==> src/include/swt_pkg.sv <==
/*
 * Constants for the sleep wake-up timer: register offsets, field positions,
 * source codes, prescaler divisors and timing figures.
 * Assumes a 20 MHz system clock and 32.768 kHz tick pulses from the oscillators.
 */
package swt_pkg;
    localparam int          CLK_HZ            = 20_000_000;
    localparam int          ADDR_W            = 11;
    localparam logic [10:0] OFS_PRESCALER_CFG = 11'h316;
    localparam logic [10:0] OFS_SLEEP_CLK_CFG = 11'h317;
    localparam logic [10:0] OFS_RELOAD_LOW    = 11'h318;
    localparam logic [10:0] OFS_RELOAD_HIGH   = 11'h319;
    localparam logic [10:0] OFS_TIMER_CTRL    = 11'h31A;
    localparam logic [10:0] OFS_OSC_STATE     = 11'h31B;
    localparam logic [10:0] OFS_LINE_ONE_EN   = 11'h31C;
    localparam logic [10:0] OFS_LINE_TWO_EN   = 11'h31D;
    localparam logic [10:0] OFS_COUNT_LOW     = 11'h31E;
    localparam logic [10:0] OFS_COUNT_HIGH    = 11'h31F;
    // Field positions.
    localparam int          PRESC_LSB         = 0;
    localparam int          PRESC_W           = 3;
    localparam int          SRC_LSB           = 3;
    localparam int          SRC_W             = 4;
    localparam int          ARM_BIT           = 7;
    localparam int          FLAG_RESET_BIT    = 0;
    localparam int          CAL_TRIG_BIT      = 1;
    localparam int          CAL_DONE_BIT      = 0;
    localparam int          FLAG_BIT          = 1;
    localparam int          RUN_BIT           = 2;
    localparam int          WAKE_IRQ_BIT      = 0;
    // Clock source codes of the sleep clock select field.
    localparam logic [3:0]  SRC_RC            = 4'h1;
    localparam logic [3:0]  SRC_XTAL          = 4'h2;
    localparam logic [7:0]  CFG_RESET         = 8'h00;
    localparam logic [15:0] COUNT_ONE         = 16'h0001;
    localparam logic [15:0] COUNT_ZERO        = 16'h0000;
    // Prescaler divisors minus one, per code.
    localparam logic [15:0] DIVM1_1           = 16'h0000;
    localparam logic [15:0] DIVM1_4           = 16'h0003;
    localparam logic [15:0] DIVM1_8           = 16'h0007;
    localparam logic [15:0] DIVM1_16          = 16'h000F;
    localparam logic [15:0] DIVM1_128         = 16'h007F;
    localparam logic [15:0] DIVM1_1024        = 16'h03FF;
    localparam logic [15:0] DIVM1_8192        = 16'h1FFF;
    localparam logic [15:0] DIVM1_65536       = 16'hFFFF;
    // Typical RC calibration time.
    localparam int          CAL_TIME_US       = 1000;
    localparam int          CAL_CYCLES        = CAL_TIME_US * (CLK_HZ / 1_000_000);

    typedef enum logic [1:0] {
        SWT_CAL_IDLE = 2'b01,
        SWT_CAL_RUN  = 2'b10
    } swt_cal_e;
endpackage

==> src/design/swt_timer.sv <==
/*
 * Sleep wake-up timer: source select, 3-bit prescaler, 16-bit reloading
 * down counter, sticky timeout flag, two interrupt lines, wake request and
 * RC oscillator calibration sequencer, all behind a byte register port.
 * Assumes the oscillator ticks arrive as one-cycle pulses synchronous to clk_sys
 * and that register writes are single-cycle strobes.
 */
`timescale 1ns/10ps
`default_nettype none
module swt_timer #(
    parameter int CAL_CYCLES = swt_pkg::CAL_CYCLES
) (
    input  wire logic                       clk_sys,
    input  wire logic                       rst,
    input  wire logic                       rc_tick,
    input  wire logic                       xtal_tick,
    input  wire logic                       reg_wr,
    input  wire logic [swt_pkg::ADDR_W-1:0] reg_addr,
    input  wire logic [7:0]                 reg_wdata,
    output logic      [7:0]                 reg_rdata,
    output logic                            irq_line_one,
    output logic                            irq_line_two,
    output logic                            wake_req,
    output logic                            rc_cal_active
);
    import swt_pkg::*;

    logic [7:0]  presc_cfg_q;
    logic [7:0]  sleep_cfg_q;
    logic [15:0] reload_q;
    logic [7:0]  en_one_q;
    logic [7:0]  en_two_q;
    logic        flag_reset_q;
    logic        cal_trig_q;
    logic        flag_q;
    logic        done_q;
    logic [15:0] count_q;
    logic [15:0] pre_q;
    logic [31:0] cal_cnt_q;
    swt_cal_e    cal_state_q;
    logic [3:0]  src;
    logic        clk_en;
    logic        tick_sel;
    logic        step;
    logic        hit;
    logic        flag_clr;
    logic        cal_start;
    logic [15:0] div_m1;
    logic        reload_wr;
    logic [15:0] reload_d;

    function automatic logic [15:0] presc_div_m1(input logic [PRESC_W-1:0] code);
        case (code)
            3'd0:    presc_div_m1 = DIVM1_1;
            3'd1:    presc_div_m1 = DIVM1_4;
            3'd2:    presc_div_m1 = DIVM1_8;
            3'd3:    presc_div_m1 = DIVM1_16;
            3'd4:    presc_div_m1 = DIVM1_128;
            3'd5:    presc_div_m1 = DIVM1_1024;
            3'd6:    presc_div_m1 = DIVM1_8192;
            default: presc_div_m1 = DIVM1_65536;
        endcase
    endfunction

    function automatic logic wr_to(input logic [ADDR_W-1:0] ofs);
        wr_to = reg_wr && (reg_addr == ofs);
    endfunction

    assign src    = sleep_cfg_q[SRC_LSB +: SRC_W];
    assign clk_en   = (src == SRC_RC) || (src == SRC_XTAL);
    assign tick_sel = (src == SRC_RC) ? rc_tick : ((src == SRC_XTAL) ? xtal_tick : 1'b0);
    assign div_m1 = presc_div_m1(presc_cfg_q[PRESC_LSB +: PRESC_W]);
    assign step   = clk_en && tick_sel && (pre_q >= div_m1);
    assign hit    = step && !reload_wr && (count_q == COUNT_ONE);
    assign reload_wr = wr_to(OFS_RELOAD_LOW) || wr_to(OFS_RELOAD_HIGH) || wr_to(OFS_PRESCALER_CFG);
    assign reload_d  = wr_to(OFS_RELOAD_LOW) ? {reload_q[15:8], reg_wdata} :
                       (wr_to(OFS_RELOAD_HIGH) ? {reg_wdata, reload_q[7:0]} : reload_q);
    assign flag_clr  = wr_to(OFS_TIMER_CTRL) && flag_reset_q && !reg_wdata[FLAG_RESET_BIT];
    assign cal_start = wr_to(OFS_TIMER_CTRL) && !cal_trig_q && reg_wdata[CAL_TRIG_BIT];

    always_ff @(posedge clk_sys or posedge rst) begin
        if (rst) begin
            presc_cfg_q  <= CFG_RESET;
            sleep_cfg_q  <= CFG_RESET;
            reload_q     <= COUNT_ZERO;
            en_one_q     <= CFG_RESET;
            en_two_q     <= CFG_RESET;
            flag_reset_q <= 1'b0;
            cal_trig_q   <= 1'b0;
        end else if (reg_wr) begin
            case (reg_addr)
                OFS_PRESCALER_CFG: presc_cfg_q <= reg_wdata;
                OFS_SLEEP_CLK_CFG: sleep_cfg_q <= reg_wdata;
                OFS_RELOAD_LOW:    reload_q[7:0] <= reg_wdata;
                OFS_RELOAD_HIGH:   reload_q[15:8] <= reg_wdata;
                OFS_LINE_ONE_EN:   en_one_q <= reg_wdata;
                OFS_LINE_TWO_EN:   en_two_q <= reg_wdata;
                OFS_TIMER_CTRL: begin
                    flag_reset_q <= reg_wdata[FLAG_RESET_BIT];
                    cal_trig_q   <= reg_wdata[CAL_TRIG_BIT];
                end
                default: ;
            endcase
        end
    end

    // Prescaler and down counter; held at the reload value while the clock is off.
    // Reload and prescaler writes restart the count, so they may follow source selection.
    always_ff @(posedge clk_sys or posedge rst) begin
        if (rst) begin
            pre_q   <= COUNT_ZERO;
            count_q <= COUNT_ZERO;
        end else if (!clk_en) begin
            pre_q   <= COUNT_ZERO;
            count_q <= reload_q;
        end else if (reload_wr) begin
            pre_q   <= COUNT_ZERO;
            count_q <= reload_d;
        end else if (tick_sel) begin
            if (step) begin
                pre_q <= COUNT_ZERO;
                count_q <= (count_q == COUNT_ZERO) ? reload_q : count_q - COUNT_ONE;
            end else begin
                pre_q <= pre_q + COUNT_ONE;
            end
        end
    end

    // Sticky timeout flag; a new timeout wins over a clear in the same cycle.
    always_ff @(posedge clk_sys or posedge rst) begin
        if (rst) begin
            flag_q <= 1'b0;
        end else if (hit) begin
            flag_q <= 1'b1;
        end else if (flag_clr) begin
            flag_q <= 1'b0;
        end
    end

    always_ff @(posedge clk_sys or posedge rst) begin
        if (rst) begin
            cal_state_q <= SWT_CAL_IDLE;
            cal_cnt_q   <= '0;
            done_q      <= 1'b0;
        end else begin
            case (cal_state_q)
                SWT_CAL_IDLE: begin
                    if (cal_start) begin
                        cal_state_q <= SWT_CAL_RUN;
                        cal_cnt_q   <= 32'(CAL_CYCLES);
                        done_q      <= 1'b0;
                    end
                end
                SWT_CAL_RUN: begin
                    if (cal_cnt_q <= 32'd1) begin
                        cal_state_q <= SWT_CAL_IDLE;
                        cal_cnt_q   <= '0;
                        done_q      <= 1'b1;
                    end else begin
                        cal_cnt_q <= cal_cnt_q - 32'd1;
                    end
                end
                default: cal_state_q <= SWT_CAL_IDLE;
            endcase
        end
    end

    assign irq_line_one  = flag_q && en_one_q[WAKE_IRQ_BIT];
    assign irq_line_two  = flag_q && en_two_q[WAKE_IRQ_BIT];
    assign wake_req      = flag_q && sleep_cfg_q[ARM_BIT];
    assign rc_cal_active = (cal_state_q == SWT_CAL_RUN);

    always_ff @(posedge clk_sys or posedge rst) begin
        if (rst) begin
            reg_rdata <= 8'h00;
        end else begin
            case (reg_addr)
                OFS_PRESCALER_CFG: reg_rdata <= presc_cfg_q;
                OFS_SLEEP_CLK_CFG: reg_rdata <= sleep_cfg_q;
                OFS_RELOAD_LOW:    reg_rdata <= reload_q[7:0];
                OFS_RELOAD_HIGH:   reg_rdata <= reload_q[15:8];
                OFS_TIMER_CTRL:    reg_rdata <= {6'h00, cal_trig_q, flag_reset_q};
                OFS_OSC_STATE:     reg_rdata <= {5'h00, clk_en, flag_q, done_q};
                OFS_LINE_ONE_EN:   reg_rdata <= en_one_q;
                OFS_LINE_TWO_EN:   reg_rdata <= en_two_q;
                OFS_COUNT_LOW:     reg_rdata <= count_q[7:0];
                OFS_COUNT_HIGH:    reg_rdata <= count_q[15:8];
                default:           reg_rdata <= 8'h00;
            endcase
        end
    end
endmodule
`default_nettype wire

==> config.mk <==
export PLATFORM = sky130hd
export DESIGN_NAME = swt_timer
export DESIGN_NICKNAME = d
export VERILOG_FILES = /design/src/include/swt_pkg.sv /design/src/design/swt_timer.sv
export SDC_FILE = /design/constraint.sdc
export NUM_CORES = 1
export LEC_CHECK = 0
export ABC_AREA = 1
export BUFFER_PORTS_ARGS = -buffer_cell sky130_fd_sc_hd__buf_4
export CAP_MARGIN = 20
export CORE_UTILIZATION = 45
export CTS_BUF_LIST = sky130_fd_sc_hd__clkbuf_8
export DETAILED_ROUTE_END_ITERATION = 10
export PLACE_DENSITY = 0.6
export SLEW_MARGIN = 20
export SYNTH_ARGS = -nofsm -noshare
export SYNTH_HDL_FRONTEND = slang
export SYNTH_SLANG_ARGS = --single-unit
==> constraint.sdc <==
create_clock -name clk_sys -period 5.42 [get_ports clk_sys]
set_clock_uncertainty 0.2 [all_clocks]
set_input_delay 0.542 -clock clk_sys [delete_from_list [all_inputs] [get_ports clk_sys]]
set_output_delay 0.542 -clock clk_sys [all_outputs]
set_load 0.02 [all_outputs]
==> flow_metrics.tcl <==
set metrics [dict create \
    status "complete, no violations" \
    rsz0062_at_grt "no" \
    yosys.area_share.simple 0.362 \
    drive_gt1_frac 0.112 \
    ctsHoldBuffers 0 \
    synthCells 1146 \
    drt-initial-drc-count 674 \
    grt_pass1_wl_um 36000 \
    synth_compound_area_frac 0.106 \
    dieArea_mm2 0.0189 \
    finalCritPeriodShare 0.579 \
    ys_warn_count 0 \
    worstRegToRegCells 8 \
    endpoint "pre_q[13]" \
    routed_wl_um 22100 \
    vias_per_cell 5.27 \
    gp_congestion 0.924 \
    fmax_mhz 319 \
    drtAntennaViolNets 0 \
    muxShareOfSynthArea 0 \
    layout_min_cycle_time_ps 3140 \
    worstSkewPairLatency_ps 450 \
    synth_top_area_frac 0.379 \
    grt_pass1_vias 6864 \
    yosysSeqAreaShare 0.382 \
    cts.sinks 126 \
    num_rows 49 \
    crit_start "sleep_cfg_q[3]" \
    p_per_area_mw_per_mm2 216 \
    synthArstFlopShare 1.00 \
    path_class "reg2reg" \
    cts_setup_buffers 0 \
    syn-mean-instance-area_um2 7.21 \
    synth_edf_count 0 \
    io_buffers 35 \
    yosys.area.top_type "dfrtp_1" \
    ys.flop_type "dfrtp_1" \
    drv_slew 0 \
    cap_violations 0 \
    peakVddDrop_mv 0.235 \
    cp-end-kind "flop" \
    synth-adder-area-share 0.0318 \
    synthXorXnorAreaFrac 0.0307 \
    grt_use_total 0.251 \
    vias 7460 \
    max-clock-path-buffers 2 \
    root_buffer "clkbuf_8" \
    reg2reg_slack_ps 2280 \
    area_delta_synth_final_pct 9.04 \
    grt_antenna_before_repair 0 \
    relSlewSlack 0.442 \
    synth.area.top_cells "dfrtp_1 (38%), nand2_1 (15%), nor2_1 (6.6%)" \
    synth_cell_type_count 54 \
    fin_util 0.501 \
    ys_ff_latch 126 \
    hp-class "in2async" \
    cp_data_required_time_ps 5600 \
    hpwl_um 16300 \
    critPathMaxFanout 20 \
    grt_max_degree 83 \
    final.setup.tns_ps 0 \
    netlist_area_mm2 0.00826 \
    clk_pin_slew_ps 80 \
    final_nets 1218 \
    syn-num-nets 1191 \
    final_hold_viol_count 0 \
    die_w_um 137 \
    io_pins 36 \
    wire_per_inst_um 15.6 \
    setup_viol 0 \
    drc 0 \
    numCtsBuffers 17 \
    start_util 0.460 \
    fp.coreArea_mm2 0.0180 \
    timing.rr.start "sleep_cfg_q[3]" \
    htree_num_levels 4 \
    rr_endpoint "pre_q[13]" \
    startpoint_type "flop" \
    drt_pass1_iterations 5 \
    globalRouteOverflowTotal 0 \
    diodes 0 \
    tightest_slew_ps 835 \
    synth_top_family_by_area "simple AND/OR/NAND/NOR gates" \
    cts_tree "built" \
    cts-resized-gates 0 \
    crit_arrival_ps 3320 \
    p_leak_nw 4.59 \
    dieHeight_um 137 \
]
critical path, stage by stage, from the launching register on:
cell and delay, ps:
dfrtp_1 430, xor2_1 170, nand2_1 620, clkinv_1 650
nand3_1 220, inv_1 130, a21boi_4 440, nand2_1 90
nor2_1 110
state kept, by name (all words and copies together) (netlist names):
signal        count
cal_cnt_q        32
cal_state_q       2
cal_trig_q        1
count_q          16
done_q            1
en_one_q          8
en_two_q          8
flag_q            1
flag_reset_q      1
pre_q            16
presc_cfg_q       8
reg_rdata         8
reload_q         16
sleep_cfg_q       8
cell usage in the layout, fill, tap and decap left out, drive strengths merged, types with 2 or more instances in the layout:
| cell type | instances |
|---|---|
| nand2 | 341 |
| nor2 | 159 |
| inv | 139 |
| dfrtp | 125 |
| o21ai | 92 |
| nand3 | 88 |
| buf | 36 |
| nand4 | 34 |
| xor2 | 25 |
| nor3 | 23 |
| ha | 21 |
| a21oi | 21 |
| clkbuf | 17 |
| clkinv | 10 |
| o22ai | 8 |
| a22oi | 5 |
| xnor2 | 4 |
| a31oi | 4 |
| o2111ai | 4 |
| a22o | 4 |
| or2 | 4 |
| clkinvlp | 3 |
| o21a | 2 |
| o31ai | 2 |
| and3 | 2 |
| bufinv | 2 |
| nor4 | 2 |
| a21boi | 2 |
worst min-delay path by stage:
stage	endpoint	slack, ps	depth (start not counted)	startpoint
finish	en_one_q[7]	10	2	rst
global route	en_one_q[7]	70	2	rst
CTS	reg_rdata[7]	40	2	rst
detailed placement	en_one_q[1]	280	2	en_one_q[1]
global placement	en_two_q[6]	270	2	en_two_q[6]
floorplan	en_one_q[6]	250	2	en_one_q[6]
cell usage after synthesis (5+ instances only):
cell,count
a21oi_1,19
a22oi_1,5
buf_2,8
buf_4,5
buf_6,9
clkbuf_1,6
dfrtp_1,125
ha_1,21
inv_1,126
inv_2,9
nand2_1,325
nand2_2,13
nand3_1,84
nand4_1,27
nor2_1,146
nor2_4,7
nor3_1,19
o21ai_0,77
o21ai_1,13
o22ai_1,8
xor2_1,25
area by class of cell:
type                    count  area, µm²
clock buffers              17        234
multi-input cells         853       4380
well taps                 229        287
repair buffers             36        270
clock inverters            15        153
flip-flops and latches    126       3150
fillers                  1815       8950
inverters                 139        529
logic make-up (layout without fill, tap and decap cells):
| kind of cell | after synthesis | after routing |
|---|---|---|
| fa+ha+maj | 21 | 21 |
| flops | 126 | 126 |
| buf+inv | 167 | 207 |
| xor+xnor | 29 | 29 |
| simple gates | 654 | 654 |
| compound gates | 149 | 149 |
metrics by stage:
stage,instance area (µm²),setup WS [ps],hold slack (ps),total power [mW],std cells
floorplan,8260,1320,253,1.10,1146
global placement,8620,2410,268,1.14,1383
detailed placement,8620,2330,276,1.14,1383
CTS,9010,2300,35.8,1.97,1415
global route,9010,2040,70.4,2.03,1415
finish,9010,2280,10.5,1.95,1415
per-layer routing:
metal / track usage / part of all wire
met1: 0.374 / 0.51
met2: 0.361 / 0.42
met3: 0.0640 / 0.066
met4: 0.0543 / 0.0080
met5: 0 / 0
where the power goes:
part / internal (mW) / total, mW / switching (mW) / leakage [nW]
sequential: 0.945 / 0.952 / 0.00677 / 1.67
combinational: 0.0528 / 0.175 / 0.123 / 2.73
clock: 0.407 / 0.819 / 0.412 / 0.195
Power figures use the tool's default switching activity.
